--- config.mk ---
export PLATFORM = sky130hd
export DESIGN_NAME = port_interface_mux
export DESIGN_NICKNAME = d
export VERILOG_FILES = /design/src/port_mux_pkg.sv /design/src/stuck_if.sv /design/src/port_interface_mux.sv /design/src/stuck_monitor.sv
export SDC_FILE = /design/constraint.sdc
export NUM_CORES = 1
export LEC_CHECK = 0
export BUFFER_PORTS_ARGS = -buffer_cell sky130_fd_sc_hd__buf_2
export CORE_ASPECT_RATIO = 0.9
export CORE_MARGIN = 5
export CORE_UTILIZATION = 58
export CTS_CLUSTER_SIZE = 30
export DETAILED_ROUTE_END_ITERATION = 12
export GPL_TIMING_DRIVEN = 1
export PLACE_DENSITY = 0.8
export SETUP_SLACK_MARGIN = 0.02
export SLEW_MARGIN = 25
export SYNTH_ARGS = -nofsm -noshare
export SYNTH_HDL_FRONTEND = slang
export SYNTH_SLANG_ARGS = --single-unit
export TNS_END_PERCENT = 10
--- constraint.sdc ---
create_clock -name core_clk_in -period 3.15 [get_ports core_clk_in]
set_clock_uncertainty 0.2 [all_clocks]
set_input_delay 0.4725 -clock core_clk_in [delete_from_list [all_inputs] [get_ports core_clk_in]]
set_output_delay 0.4725 -clock core_clk_in [all_outputs]
set_load 0.03 [all_outputs]
--- src/port_mux_pkg.sv ---
// shared constants and types for the port interface mux and strap block
package port_mux_pkg;
   localparam int NUM_PORTS = 8;
   localparam int NUM_SM = 4;
   localparam int STRAP_W = 16;
   localparam int ADDR_W = 6;
   localparam int DATA_W = 32;

   typedef enum logic [1:0] {
      MODE_SERIAL = 2'b00,
      MODE_FULL = 2'b01,
      MODE_SPARE = 2'b10,
      MODE_REDUCED = 2'b11
   } port_mode_t;

   // strap bit positions
   localparam int STRAP_DEBOUNCE = 0;
   localparam int STRAP_MGMT = 3;
   localparam int STRAP_ID_LSB = 4;
   localparam int STRAP_ID_MSB = 6;
   localparam int STRAP_NO_EEPROM = 7;
   localparam int STRAP_MOD_DET = 9;
   localparam int STRAP_PWR_SAVE = 11;
   localparam int STRAP_TIMEOUT = 12;
   localparam logic [STRAP_W-1:0] STRAP_RST = 16'h0000;
   localparam logic [NUM_PORTS-1:0] TXEN_STRAP_RST = 8'h00;

   // mode field in port_interface_config
   localparam int CFG_MODE_LSB = 3;
   localparam int CFG_MODE_MSB = 4;
   localparam logic [4:0] PORT_CFG_RST = 5'h18;
   localparam logic [DATA_W-1:0] UPLINK_CFG_VAL = 32'h0000_0018;

   // register byte offsets
   localparam logic [ADDR_W-1:0] REG_STRAP = 6'h00;
   localparam logic [ADDR_W-1:0] REG_IRQ_STAT = 6'h04;
   localparam logic [ADDR_W-1:0] REG_IRQ_MASK = 6'h08;
   localparam logic [ADDR_W-1:0] REG_PORT_STATE = 6'h0C;
   localparam logic [ADDR_W-1:0] REG_UPLINK_CFG = 6'h10;
   localparam logic [ADDR_W-1:0] REG_PORT_CFG_BASE = 6'h20;

   // interrupt status bits
   localparam int IRQ_W = 3;
   localparam int IRQ_STUCK = 0;
   localparam int IRQ_MODULE = 1;
   localparam int IRQ_LOW_POWER = 2;
   localparam logic [IRQ_W-1:0] IRQ_RST = 3'h0;

   // timing
   localparam longint unsigned CLK_HZ = 64'd250_000_000;
   localparam longint unsigned TIMEOUT_SEC = 64'd5;
   localparam longint unsigned TIMEOUT_CYCLES = TIMEOUT_SEC * CLK_HZ;
   localparam longint unsigned IDLE_US = 64'd100;
   localparam longint unsigned IDLE_CYCLES = IDLE_US * CLK_HZ / 64'd1_000_000;
   localparam int TMO_W = 32;
   localparam int IDLE_W = 24;
   localparam logic [1:0] STRAP_SETTLE = 2'h3;
endpackage

--- src/stuck_if.sv ---
// link between the switch logic and the stuck-state monitor
`timescale 1ns/1ps
`default_nettype none
interface stuck_if;
   import port_mux_pkg::*;
   logic enable;
   logic [NUM_SM-1:0] busy;
   logic stuck;
   modport monitor (input enable, input busy, output stuck);
   modport host (output enable, output busy, input stuck);
endinterface
`default_nettype wire

--- src/port_interface_mux.sv ---
// per-port phy signal mux, strap capture, power saving and register slave
`timescale 1ns/1ps
`default_nettype none
module port_interface_mux
   import port_mux_pkg::*;
#(
   parameter int unsigned TIMEOUT_LIMIT = TIMEOUT_CYCLES[TMO_W-1:0],
   parameter int unsigned IDLE_LIMIT = IDLE_CYCLES[IDLE_W-1:0]
) (
   // clock and reset
   input wire logic core_clk_in,
   input wire logic rst_n_in,
   // avalon-mm slave
   input wire logic [ADDR_W-1:0] avs_address_in,
   input wire logic avs_read_in,
   input wire logic avs_write_in,
   input wire logic [DATA_W-1:0] avs_writedata_in,
   output logic [DATA_W-1:0] avs_readdata_out,
   output logic avs_waitrequest_out,
   output logic irq_out,
   // strap pins
   input wire logic [STRAP_W-1:0] strap_pin_bus_in,
   // access port phy pins
   input wire logic [4*NUM_PORTS-1:0] phy_rxd_in,
   input wire logic [NUM_PORTS-1:0] access_port_carrier_valid_in,
   input wire logic [NUM_PORTS-1:0] phy_col_in,
   input wire logic [NUM_PORTS-1:0] access_port_tx_enable_strap_in,
   output logic [NUM_PORTS-1:0] access_port_tx_enable_strap_out,
   output logic [NUM_PORTS-1:0] access_port_tx_enable_strap_oe_out,
   output logic [4*NUM_PORTS-1:0] phy_txd_out,
   output logic [4*NUM_PORTS-1:0] rxd_pullup_out,
   output logic [NUM_PORTS-1:0] carrier_pullup_out,
   output logic [NUM_PORTS-1:0] clk_pullup_out,
   output logic [NUM_PORTS-1:0] col_pulldown_out,
   input wire logic [NUM_PORTS-1:0] module_present_in,
   // access port mac side
   input wire logic [4*NUM_PORTS-1:0] mac_txd_in,
   input wire logic [NUM_PORTS-1:0] mac_tx_en_in,
   output logic [4*NUM_PORTS-1:0] mac_rxd_out,
   output logic [NUM_PORTS-1:0] mac_carrier_out,
   output logic [NUM_PORTS-1:0] mac_col_out,
   output logic [2*NUM_PORTS-1:0] port_mode_out,
   output logic [NUM_PORTS-1:0] mac_low_power_out,
   // uplink phy pins and mac side
   input wire logic uplink_tx_clock_in,
   input wire logic [3:0] uplink_rxd_in,
   input wire logic uplink_rx_valid_in,
   input wire logic uplink_crs_in,
   input wire logic uplink_col_in,
   input wire logic [3:0] mac_uplink_txd_in,
   input wire logic mac_uplink_tx_en_in,
   output logic [3:0] uplink_txd_out,
   output logic uplink_tx_en_out,
   output logic [6:0] mac_uplink_rx_out,
   // boot configuration
   output logic cpu_frames_enable_out,
   output logic unmanaged_mode_out,
   output logic strobe_debounce_en_out,
   output logic [2:0] device_id_out,
   output logic eeprom_load_out,
   output logic module_detect_en_out,
   output logic power_save_en_out,
   output logic timeout_reset_en_out,
   output logic straps_valid_out,
   // stuck-state monitor
   input wire logic [NUM_SM-1:0] sm_busy_in,
   output logic reset_request_out
);
   localparam int SYNC_W = STRAP_W + 8 * NUM_PORTS + 7;

   function automatic port_mode_t pick_mode(input logic [4:0] cfg,
         input logic det_en, input logic type_bit);
      // with hot-swap on, the module type strap overrides software
      if (det_en) begin
         pick_mode = type_bit ? MODE_REDUCED : MODE_FULL;
      end else begin
         pick_mode = port_mode_t'(cfg[CFG_MODE_MSB:CFG_MODE_LSB]);
      end
   endfunction

   // synchronisers: first stage read only by second stage
   logic [SYNC_W-1:0] sync1_r, sync2_r;
   logic [2:0] lclk_r;
   logic [STRAP_W-1:0] strap_s;
   logic [NUM_PORTS-1:0] txen_s, crs_s, col_s, pres_s;
   logic [4*NUM_PORTS-1:0] rxd_s;
   logic [6:0] up_s;
   logic lclk_rise;

   assign {strap_s, txen_s, crs_s, col_s, pres_s, rxd_s, up_s} = sync2_r;
   assign lclk_rise = lclk_r[1] & ~lclk_r[2];

   always_ff @(posedge core_clk_in or negedge rst_n_in) begin
      if (!rst_n_in) begin
         sync1_r <= '0;
         sync2_r <= '0;
         lclk_r <= '0;
      end else begin
         sync1_r <= {strap_pin_bus_in, access_port_tx_enable_strap_in,
                     access_port_carrier_valid_in, phy_col_in,
                     module_present_in, phy_rxd_in, uplink_rxd_in,
                     uplink_rx_valid_in, uplink_crs_in, uplink_col_in};
         sync2_r <= sync1_r;
         lclk_r <= {lclk_r[1:0], uplink_tx_clock_in};
      end
   end

   // strap capture
   logic [1:0] settle_r, settle_nxt;
   logic [STRAP_W-1:0] strap_r, strap_nxt;
   logic [NUM_PORTS-1:0] txstrap_r, txstrap_nxt;
   logic cap_r, cap_nxt;

   always_comb begin
      settle_nxt = settle_r;
      strap_nxt = strap_r;
      txstrap_nxt = txstrap_r;
      cap_nxt = cap_r;
      // wait for the synchronisers to fill, then capture exactly once
      if (!cap_r) begin
         if (settle_r == STRAP_SETTLE) begin
            strap_nxt = strap_s;
            txstrap_nxt = txen_s;
            cap_nxt = 1'b1;
         end else begin
            settle_nxt = settle_r + 1'b1;
         end
      end
   end

   always_ff @(posedge core_clk_in or negedge rst_n_in) begin
      if (!rst_n_in) begin
         settle_r <= '0;
         strap_r <= STRAP_RST;
         txstrap_r <= TXEN_STRAP_RST;
         cap_r <= 1'b0;
      end else begin
         settle_r <= settle_nxt;
         strap_r <= strap_nxt;
         txstrap_r <= txstrap_nxt;
         cap_r <= cap_nxt;
      end
   end

   logic det_en, pwr_en, tmo_en;
   assign det_en = cap_r & strap_r[STRAP_MOD_DET];
   assign pwr_en = cap_r & strap_r[STRAP_PWR_SAVE];
   assign tmo_en = cap_r & strap_r[STRAP_TIMEOUT];

   // stuck-state monitor
   stuck_if mon_if ();
   assign mon_if.enable = tmo_en;
   assign mon_if.busy = sm_busy_in;

   stuck_monitor #(.LIMIT(TIMEOUT_LIMIT)) u_stuck (
      .core_clk_in(core_clk_in),
      .rst_n_in(rst_n_in),
      .mon(mon_if.monitor)
   );

   // registers, bus slave and interrupts
   logic [4:0] cfg_r [NUM_PORTS];
   logic [4:0] cfg_nxt [NUM_PORTS];
   logic [IRQ_W-1:0] stat_r, stat_nxt, mask_r, mask_nxt, ev;
   logic wait_r, wait_nxt, irq_r, irq_nxt, rstreq_r, rstreq_nxt;
   logic [DATA_W-1:0] rdata_r, rdata_nxt;
   logic [NUM_PORTS-1:0] low_r, low_nxt, pres_q_r;
   logic req, wr_take;

   assign req = avs_read_in | avs_write_in;
   assign wr_take = avs_write_in & ~wait_r;

   always_comb begin
      wait_nxt = ~(req & wait_r);
      rdata_nxt = rdata_r;
      cfg_nxt = cfg_r;
      mask_nxt = mask_r;
      ev = '0;
      ev[IRQ_STUCK] = mon_if.stuck;
      ev[IRQ_MODULE] = det_en & |(pres_s ^ pres_q_r);
      ev[IRQ_LOW_POWER] = |(low_nxt & ~low_r);
      stat_nxt = stat_r;
      if (avs_read_in & wait_r) begin
         rdata_nxt = '0;
         case (avs_address_in)
            REG_STRAP: rdata_nxt = {7'h00, cap_r, txstrap_r, strap_r};
            REG_IRQ_STAT: rdata_nxt[IRQ_W-1:0] = stat_r;
            REG_IRQ_MASK: rdata_nxt[IRQ_W-1:0] = mask_r;
            REG_PORT_STATE: rdata_nxt = {16'h0000, pres_q_r, low_r};
            REG_UPLINK_CFG: rdata_nxt = UPLINK_CFG_VAL;
            default: begin
               for (int p = 0; p < NUM_PORTS; p++) begin
                  if (avs_address_in == REG_PORT_CFG_BASE + ADDR_W'(4 * p)) begin
                     rdata_nxt[4:0] = cfg_r[p];
                  end
               end
            end
         endcase
      end
      if (wr_take) begin
         if (avs_address_in == REG_IRQ_STAT) begin
            stat_nxt = stat_r & ~avs_writedata_in[IRQ_W-1:0];
         end
         if (avs_address_in == REG_IRQ_MASK) begin
            mask_nxt = avs_writedata_in[IRQ_W-1:0];
         end
         for (int p = 0; p < NUM_PORTS; p++) begin
            if (avs_address_in == REG_PORT_CFG_BASE + ADDR_W'(4 * p)) begin
               cfg_nxt[p] = avs_writedata_in[4:0];
            end
         end
      end
      // a new event beats a simultaneous clear
      stat_nxt = stat_nxt | ev;
      irq_nxt = |(stat_nxt & mask_nxt);
      rstreq_nxt = mon_if.stuck;
   end

   always_ff @(posedge core_clk_in or negedge rst_n_in) begin
      if (!rst_n_in) begin
         for (int p = 0; p < NUM_PORTS; p++) begin
            cfg_r[p] <= PORT_CFG_RST;
         end
         stat_r <= IRQ_RST;
         mask_r <= IRQ_RST;
         wait_r <= 1'b1;
         rdata_r <= '0;
         irq_r <= 1'b0;
         rstreq_r <= 1'b0;
      end else begin
         cfg_r <= cfg_nxt;
         stat_r <= stat_nxt;
         mask_r <= mask_nxt;
         wait_r <= wait_nxt;
         rdata_r <= rdata_nxt;
         irq_r <= irq_nxt;
         rstreq_r <= rstreq_nxt;
      end
   end

   // per-port mux, pulls and power saving
   logic [IDLE_W-1:0] idle_r [NUM_PORTS];
   logic [IDLE_W-1:0] idle_nxt [NUM_PORTS];
   logic [4*NUM_PORTS-1:0] rxd_o, txd_o, rpu_o;
   logic [NUM_PORTS-1:0] crs_o, col_o, cpu_o, kpu_o, cpd_o, ten_o, toe_o;
   logic [2*NUM_PORTS-1:0] mode_o;
   logic [3:0] up_txd_nxt;
   logic up_txen_nxt;

   always_comb begin
      port_mode_t m;
      m = MODE_REDUCED;
      for (int p = 0; p < NUM_PORTS; p++) begin
         m = pick_mode(cfg_r[p], det_en, txstrap_r[p]);
         mode_o[2*p +: 2] = m;
         rxd_o[4*p +: 4] = rxd_s[4*p +: 4];
         txd_o[4*p +: 4] = mac_txd_in[4*p +: 4];
         crs_o[p] = crs_s[p];
         col_o[p] = col_s[p];
         rpu_o[4*p +: 4] = 4'h0;
         cpu_o[p] = 1'b0;
         kpu_o[p] = 1'b0;
         cpd_o[p] = 1'b0;
         // strap pin stays released until the straps are captured
         ten_o[p] = mac_tx_en_in[p];
         toe_o[p] = cap_nxt;
         case (m)
            MODE_REDUCED: begin
               rxd_o[4*p +: 4] = {2'b00, rxd_s[4*p +: 2]};
               txd_o[4*p +: 4] = {2'b00, mac_txd_in[4*p +: 2]};
               col_o[p] = 1'b0;
               rpu_o[4*p +: 4] = 4'hC;
               kpu_o[p] = 1'b1;
               cpd_o[p] = 1'b1;
            end
            MODE_SERIAL: begin
               rxd_o[4*p +: 4] = {3'b000, rxd_s[4*p]};
               txd_o[4*p +: 4] = {3'b000, mac_txd_in[4*p]};
               rpu_o[4*p +: 4] = 4'hE;
            end
            MODE_FULL: begin
            end
            default: begin
               col_o[p] = 1'b0;
            end
         endcase
         // hot-swap on and nothing plugged: every input parked
         if (det_en && !pres_s[p]) begin
            rxd_o[4*p +: 4] = 4'h0;
            crs_o[p] = 1'b0;
            col_o[p] = 1'b0;
            rpu_o[4*p +: 4] = 4'hF;
            cpu_o[p] = 1'b1;
            kpu_o[p] = 1'b1;
            cpd_o[p] = 1'b1;
         end
         // low power entry after idle time, exit on any activity
         idle_nxt[p] = idle_r[p];
         low_nxt[p] = low_r[p];
         if (!pwr_en || crs_s[p] || mac_tx_en_in[p]) begin
            idle_nxt[p] = '0;
            low_nxt[p] = 1'b0;
         end else if (idle_r[p] == IDLE_W'(IDLE_LIMIT - 1)) begin
            low_nxt[p] = 1'b1;
         end else begin
            idle_nxt[p] = idle_r[p] + 1'b1;
         end
      end
      // uplink: full interface only, driven on each transmit clock rise
      up_txd_nxt = uplink_txd_out;
      up_txen_nxt = uplink_tx_en_out;
      if (lclk_rise) begin
         up_txd_nxt = mac_uplink_txd_in;
         up_txen_nxt = mac_uplink_tx_en_in;
      end
   end

   always_ff @(posedge core_clk_in or negedge rst_n_in) begin
      if (!rst_n_in) begin
         for (int p = 0; p < NUM_PORTS; p++) begin
            idle_r[p] <= '0;
         end
         low_r <= '0;
         pres_q_r <= '0;
         mac_rxd_out <= '0;
         phy_txd_out <= '0;
         mac_carrier_out <= '0;
         mac_col_out <= '0;
         port_mode_out <= '0;
         rxd_pullup_out <= '0;
         carrier_pullup_out <= '0;
         clk_pullup_out <= '0;
         col_pulldown_out <= '0;
         access_port_tx_enable_strap_out <= '0;
         access_port_tx_enable_strap_oe_out <= '0;
         uplink_txd_out <= '0;
         uplink_tx_en_out <= 1'b0;
         mac_uplink_rx_out <= '0;
      end else begin
         idle_r <= idle_nxt;
         low_r <= low_nxt;
         pres_q_r <= pres_s;
         mac_rxd_out <= rxd_o;
         phy_txd_out <= txd_o;
         mac_carrier_out <= crs_o;
         mac_col_out <= col_o;
         port_mode_out <= mode_o;
         rxd_pullup_out <= rpu_o;
         carrier_pullup_out <= cpu_o;
         clk_pullup_out <= kpu_o;
         col_pulldown_out <= cpd_o;
         access_port_tx_enable_strap_out <= ten_o;
         access_port_tx_enable_strap_oe_out <= toe_o;
         uplink_txd_out <= up_txd_nxt;
         uplink_tx_en_out <= up_txen_nxt;
         mac_uplink_rx_out <= up_s;
      end
   end

   // boot configuration outputs, all registered
   always_ff @(posedge core_clk_in or negedge rst_n_in) begin
      if (!rst_n_in) begin
         cpu_frames_enable_out <= 1'b0;
         unmanaged_mode_out <= 1'b0;
         strobe_debounce_en_out <= 1'b0;
         device_id_out <= '0;
         eeprom_load_out <= 1'b0;
         module_detect_en_out <= 1'b0;
         power_save_en_out <= 1'b0;
         timeout_reset_en_out <= 1'b0;
         straps_valid_out <= 1'b0;
      end else begin
         cpu_frames_enable_out <= cap_nxt & ~strap_nxt[STRAP_MGMT];
         unmanaged_mode_out <= cap_nxt & strap_nxt[STRAP_MGMT];
         strobe_debounce_en_out <= cap_nxt & strap_nxt[STRAP_DEBOUNCE];
         device_id_out <= strap_nxt[STRAP_ID_MSB:STRAP_ID_LSB];
         eeprom_load_out <= cap_nxt & strap_nxt[STRAP_MGMT]
            & ~strap_nxt[STRAP_NO_EEPROM];
         module_detect_en_out <= cap_nxt & strap_nxt[STRAP_MOD_DET];
         power_save_en_out <= cap_nxt & strap_nxt[STRAP_PWR_SAVE];
         timeout_reset_en_out <= cap_nxt & strap_nxt[STRAP_TIMEOUT];
         straps_valid_out <= cap_nxt;
      end
   end

   assign avs_readdata_out = rdata_r;
   assign avs_waitrequest_out = wait_r;
   assign irq_out = irq_r;
   assign reset_request_out = rstreq_r;
   assign mac_low_power_out = low_r;
endmodule
`default_nettype wire

--- src/stuck_monitor.sv ---
// per-machine non-idle timer that flags a state machine stuck too long
`timescale 1ns/1ps
`default_nettype none
module stuck_monitor
   import port_mux_pkg::*;
#(
   parameter int unsigned LIMIT = TIMEOUT_CYCLES[TMO_W-1:0]
) (
   // clock and reset
   input wire logic core_clk_in,
   input wire logic rst_n_in,
   // monitored machines
   stuck_if.monitor mon
);
   logic [TMO_W-1:0] cnt_r [NUM_SM];
   logic [TMO_W-1:0] cnt_nxt [NUM_SM];
   logic stuck_r;
   logic stuck_nxt;

   assign mon.stuck = stuck_r;

   always_comb begin
      stuck_nxt = 1'b0;
      for (int i = 0; i < NUM_SM; i++) begin
         cnt_nxt[i] = cnt_r[i];
         if (!mon.enable || !mon.busy[i]) begin
            cnt_nxt[i] = '0;
         end else if (cnt_r[i] != LIMIT) begin
            cnt_nxt[i] = cnt_r[i] + 1'b1;
            // one pulse when the limit is crossed, counter then saturates
            if (cnt_nxt[i] == LIMIT) begin
               stuck_nxt = 1'b1;
            end
         end
      end
   end

   always_ff @(posedge core_clk_in or negedge rst_n_in) begin
      if (!rst_n_in) begin
         for (int i = 0; i < NUM_SM; i++) begin
            cnt_r[i] <= '0;
         end
         stuck_r <= 1'b0;
      end else begin
         cnt_r <= cnt_nxt;
         stuck_r <= stuck_nxt;
      end
   end
endmodule
`default_nettype wire

; ---- Word level (Yosys, flattened, before mapping)
; Cells that the tools add are included.
[totals]
wordCells = 406
regBits = 797
out_inout_bits = 234
in_bits = 179
[op_classes]
bitwise = 30
mux = 175
addsub = 13
reduce_logical = 77
n_eq_ne = 53
[op_table]
columns = op, n
row1 = $mux W24, 16
row2 = $mux W32, 8
row3 = $add A24 B1 Y24 const B, 8
row4 = $eq A24 B15 Y1 const B, 8
row5 = $pmux W4 S2, 24
row6 = $add A32 B1 Y32 const B, 4
row7 = $eq A32 B31 Y1 const B, 4
row8 = $ne A32 B31 Y1 const B, 4
row9 = $mux W1, 78
row10 = $mux W4, 16
row11 = $eq A6 B6 Y1 const B, 8
row12 = $mux W5, 8
row13 = $pmux W20 S2, 1
row14 = $mux W2, 16
row15 = $mux W13, 2
row16 = $logic_or A1 B1 Y1, 20
row17 = $reduce_and A2 Y1, 10
row18 = $eq A2 B2 Y1 const B, 9
row19 = $reduce_or A2 Y1, 9
row20 = $eq A2 B1 Y1 const B, 8
row21 = $logic_not A2 Y1, 8
row22 = $ne A2 B2 Y1 const B, 8
row23 = $reduce_or A8 Y1, 2
row24 = $and A1 B1 Y1, 15
row25 = 20 further kinds, 54

; ---- Longest topological paths before layout
[depth]
depth_word = 14
depth_mapped = 10
mapped_depth_nobuf = 10

; ---- Modules after synthesis
; Synthesis repeated with hierarchy kept, for this count alone.
[hier_totals]
hier_cells = 2907
hier_area_um2 = 32466.1
[modules_own_cells]
columns = module, area_per_inst_um2, cells_per_inst, n_inst, seq_area_each_um2
row1 = port_interface_mux, 24507.3, 1991, 1, 16061.7
row2 = stuck_monitor, 7958.9, 916, 1, 3228.1

; ---- Least setup slack after synthesis
; No wires, ideal clock.
[synth_path]
kind = register to register
startpoint = reg, netlist name straps_valid_out
endpoint = reg mac_rxd_out[5]
t_required_ns = 2.830
arrival_time_ns = 2.373
stages_incl_launch_ff = 9
slack_ns = 0.457
setup_ns = 0.120
period_less_slack_ns = 2.693
path_buffers = 3
cell_sequence = dfrtp_1 > clkbuf_1 > and2_1 > clkbuf_1 > clkbuf_1 > mux2i_1 > ha_1 > o21ai_0 > nor2_1
[synth_lines]
columns = item, line_no
row1 = to (signal assigned), port_interface_mux.sv:343  ; mac_rxd_out <= rxd_o;
row2 = to (decl), port_interface_mux.sv:39  ; output logic [4*NUM_PORTS-1:0] mac_rxd_out,

; ---- Final worst setup path
[layout_path]
startpoint = reg u_stuck.cnt_r[35] (netlist bit)
endpoint = reg u_stuck.stuck_r, in the netlist u_stuck.mon.stuck
[layout_between]
elab_chain_cells = 8
word_cells_on_any_way = 9
classes_between = 1 x add/sub / 2 x eq/ne / 6 x mux
[layout_rtl]
columns = item, line_no
row1 = from (decl), stuck_monitor.sv:15  ; logic [TMO_W-1:0] cnt_r [NUM_SM];
row2 = from (signal assigned), stuck_monitor.sv:45  ; cnt_r <= cnt_nxt;
row3 = $add A32 B1 Y32, stuck_monitor.sv:29  ; cnt_nxt[i] = cnt_r[i] + 1'b1;
row4 = $eq A32 B31 Y1, stuck_monitor.sv:31  ; if (cnt_nxt[i] == LIMIT) begin
row5 = $mux W1, stuck_monitor.sv:31
row6 = $mux W1 *, stuck_monitor.sv:28  ; end else if (cnt_r[i] != LIMIT) begin
row7 = $mux W1 *, stuck_monitor.sv:26  ; if (!mon.enable || !mon.busy[i]) begin
row8 = $mux W1, stuck_monitor.sv:31
row9 = $mux W1, stuck_monitor.sv:28
row10 = $mux W1 *, stuck_monitor.sv:26
row11 = net u_stuck.stuck_nxt, stuck_monitor.sv:18  ; logic stuck_nxt;
row12 = to (signal assigned), stuck_monitor.sv:46  ; stuck_r <= stuck_nxt;
row13 = to (decl), stuck_monitor.sv:17  ; logic stuck_r;
; Mark *: on every way through the listed nets, which the timed path passes. The rest lies on a longest branch.
; A chain may end at the register's enable or synchronous reset.

==> qor.yml <==
route:
  firstDrtPassIters: 6
  wl_per_cell_um: 20.83
  viasPerCell: 5.819
  drc: 0
  num_vias: 24430
  drt_iter0_drc: 2078
  wl_um: 87450
  ant_nets: 0
clock_tree:
  post_cts_buffers: 0
  clock_latency_ns: 0.65
  htreeDepth: 3
  clk_pin_slew_ns: 0.06
  clockRootBuffer: "clkbuf_16"
  cts_tree: "done"
  clockBufferDepth: 3
  cts-buffers-inserted: 74
  cts_sinks: 770
power_and_ir_drop:
  peakVddDrop_mv: 0.4391
  p_int_mw: 16.50
  power_frac_comb_pct: 7.8
  powerDensity_nw_per_um2: 561.9
  power.switching_mw: 5.392
  pwr-share-seq_pct: 47.8
  clkPwrFrac_pct: 44.4
  swShare_pct: 24.63
  cellLeakagePower_nw: 17.57
synthesis:
  netlist_area_um2: 32000
  netlist_instances: 2881
  async_reset_ff_share_pct: 100.0
  synth_ff_type: "dfrtp_1"
  synth_edf_count: 0
  ys_seq_area_share_pct: 60.28
  synth_seq_cells: 770
  ys_warn_count: 0
  avgSynthCellArea_um2: 11.11
  synth_cell_types: 73
timing:
  rsz0062_at_grt: "false"
  slew_violations: 0
  fin_crit_sh_pct: 94.57
  fin_tns_setup_ns: 0
  hold_slack_ns: 0.07585
  setup_violations: 0
  slew_headroom_pct: 44.01
  fmax_mhz: 335.7
  hold_viol: 0
  fin_crit_ns: 2.979
  tightestPinTransition_ns: 0.8329
  final.setup.worst_slack_ns: 0.1710
die:
  fp.dieH_um: 232.8
  num_rows: 81
  start_util_pct: 58.69
  core_area_um2: 54520
  die_area_um2: 59980
  ios: 413
  die-width_um: 257.6
worst_hold_path:
  hold_path.class: "in -> reg"
critical_path:
  cp-end-kind: "flip-flop"
  setup.worst_path.class: "reg -> reg"
  critPathLaunchType: "flip-flop"
  path_max_fanout: 7
  critical_path_required_ns: 3.47
  cp.arrival_ns: 3.30
placed_design:
  hpwl_um: 57280
  place.gp.congestion: 0.9469
  dp_slack_ns: 0.1960
  dpl-instance-area_um2: 34820
  port_buffers: 378
grt:
  grt.overflow.total: 0
  track_usage_pct: 28.94
  grt_max_degree: 78
  grt_pass1_vias: 24900
  grt_pass1_wl_um: 138900
  antenna_found_initial: 11
run_status:
  run_status: "finished, final reports clean"
layout:
  drive_above_1_share_pct: 19.97
  post-route-cell-area_um2: 38950
  area_delta_synth_final_pct: 21.73
  fin_nets: 3641
job:
  max_cap_viol_count: 0
[layout make-up]
type	instances	area, um^2
antenna	7	17.52
clock buffer	105	2201
clock inverter	29	481.7
fill	3680	15570
inverter	61	229.0
multi-input combinational	1929	11890
sequential	770	19290
tap	705	882.1
timing repair buffer	592	3964
[final timing paths]
| kind | from | endpoint | slack, ns | cells past startpoint |
|---|---|---|---|---|
| worst max-delay path | u_stuck.cnt_r[35]$_DFFE_PN0P_ | u_stuck.mon.stuck$_DFF_PN0_ | 0.17 | 8 |
| worst min register to register | sync1_r[11]$_DFF_PN0_ | sync2_r[11]$_DFF_PN0_ | 0.13 | 0 |
| min in group asynchronous | rst_n_in | port_mode_out[14]$_DFF_PN0_ | 0.25 | 2 |
| max in group asynchronous | rst_n_in | cfg_r[3]$_DFFE_PN1P_ | 1.47 | 3 |
| worst max register to register | u_stuck.cnt_r[35]$_DFFE_PN0P_ | u_stuck.mon.stuck$_DFF_PN0_ | 0.17 | 8 |
| worst min-delay path | avs_writedata_in[1] | stat_r[1]$_DFF_PN0_ | 0.08 | 4 |
[Yosys cell counts, types with 21 or more instances]
| cell | count | share of area (%) |
|---|---|---|
| and2_1 | 49 | 0.96 |
| nand4_1 | 89 | 1.7 |
| a22oi_1 | 23 | 0.54 |
| nand2b_1 | 44 | 0.86 |
| clkbuf_1 | 71 | 0.83 |
| inv_1 | 61 | 0.72 |
| nand3_1 | 127 | 2.0 |
| nand2_1 | 213 | 2.5 |
| o21ai_0 | 97 | 1.5 |
| dfrtp_1 | 753 | 59 |
| xor2_1 | 168 | 4.6 |
| ha_1 | 34 | 1.3 |
| nor4_1 | 37 | 0.72 |
| nor3_1 | 52 | 0.81 |
| and4_1 | 21 | 0.57 |
| or3_1 | 63 | 1.2 |
| a21oi_1 | 71 | 1.1 |
| mux2_2 | 72 | 2.5 |
| buf_4 | 42 | 0.99 |
| and3_1 | 74 | 1.4 |
| xnor2_1 | 106 | 2.9 |
| nor2_1 | 393 | 4.6 |
| mux2i_1 | 23 | 0.72 |
[power groups by stage]
stage	sequential, mW	combinational, mW	clock, mW
final	10.5	1.71	9.71
after global routing	10.5	1.82	10.3
after CTS	10.4	1.68	9.76
after detailed placement	10.6	1.51	0
after global placement	10.6	1.48	0
after floorplan	10.9	0.483	0
[logic make-up (layout without fill, tap and decap cells)]
group,after synthesis,in the layout,synth area share [%]
AOI/OAI and AO/OA,262,262,4.868
xor gates and xnor gates,274,274,7.499
adders and majority gates,34,34,1.329
buffers and inverters,188,787,2.753
DFF,770,770,60.28
muxes,95,95,3.253
other,1,14,0.01172
and+or+nand+nor,1257,1257,20.01
[registers in the layout, indices dropped and copies added, names as in the netlist, 4 cells and up]
signal / flops
phy_txd_out: 32
mac_uplink_rx_out: 7
carrier_pullup_out: 7
access_port_tx_enable_strap_out: 8
txstrap_r: 8
mac_low_power_out: 8
col_pulldown_out: 8
pres_q_r: 8
strap_r: 14
cfg_r: 40
sync2_r: 87
avs_readdata_out: 25
mac_col_out: 8
idle_r: 192
mac_carrier_out: 8
u_stuck.cnt_r: 128
mac_rxd_out: 32
rxd_pullup_out: 17
port_mode_out: 16
sync1_r: 87
uplink_txd_out: 4
[cell usage in the layout, fill, tap and decap left out, types with 76 or more instances in the layout]
cell | netlist | layout
dlygate4sd3_1 | 0 | 142
nand3_1 | 127 | 127
xnor2_1 | 106 | 106
o21ai_0 | 97 | 97
clkbuf_16 | 0 | 76
xor2_1 | 168 | 168
nor2_1 | 393 | 392
nand2_1 | 213 | 212
buf_2 | 8 | 377
nand4_1 | 89 | 89
dfrtp_1 | 753 | 751
[stage by stage]
stage          std cells  utilization, %  power [mW]
3_5_place_dp        3915           63.85       12.13
5_1_grt             4197           71.44       22.56
4_1_cts             4191           71.38       21.88
2_1_floorplan       2887               -       11.39
3_3_place_gp        3915           63.85       12.08
6_report            4198           71.44       21.89
[critical path, cell delays in order (launching register included)]
cell and delay [ns]:
dfrtp_1 0.51, nand4_4 0.18, or2_1 0.37, nor4b_4 0.30
xnor2_1 0.12, or4_4 0.52, nor4_2 0.34, a32oi_1 0.21
o311ai_1 0.13
[metal layers]
metal  global-route usage (%)  wire (um)  vias to the layer above
met2                    48.72      42610                     1019
met3                    6.315       6366                      258
met5                        0         13                        -
met4                    12.05       4150                        2
met1                    36.81      34310                    12230
li1                         -          -                    10920
[timing repair]
| item | CTS | global route |
|---|---|---|
| resized for setup | 0 | 6 |
| hold buffers | 142 | 0 |
| setup endpoints to repair | 0 | 1 |
| endpoints found under the hold margin | 207 | 0 |
No activity file was read; power rests on OpenSTA's default activity.
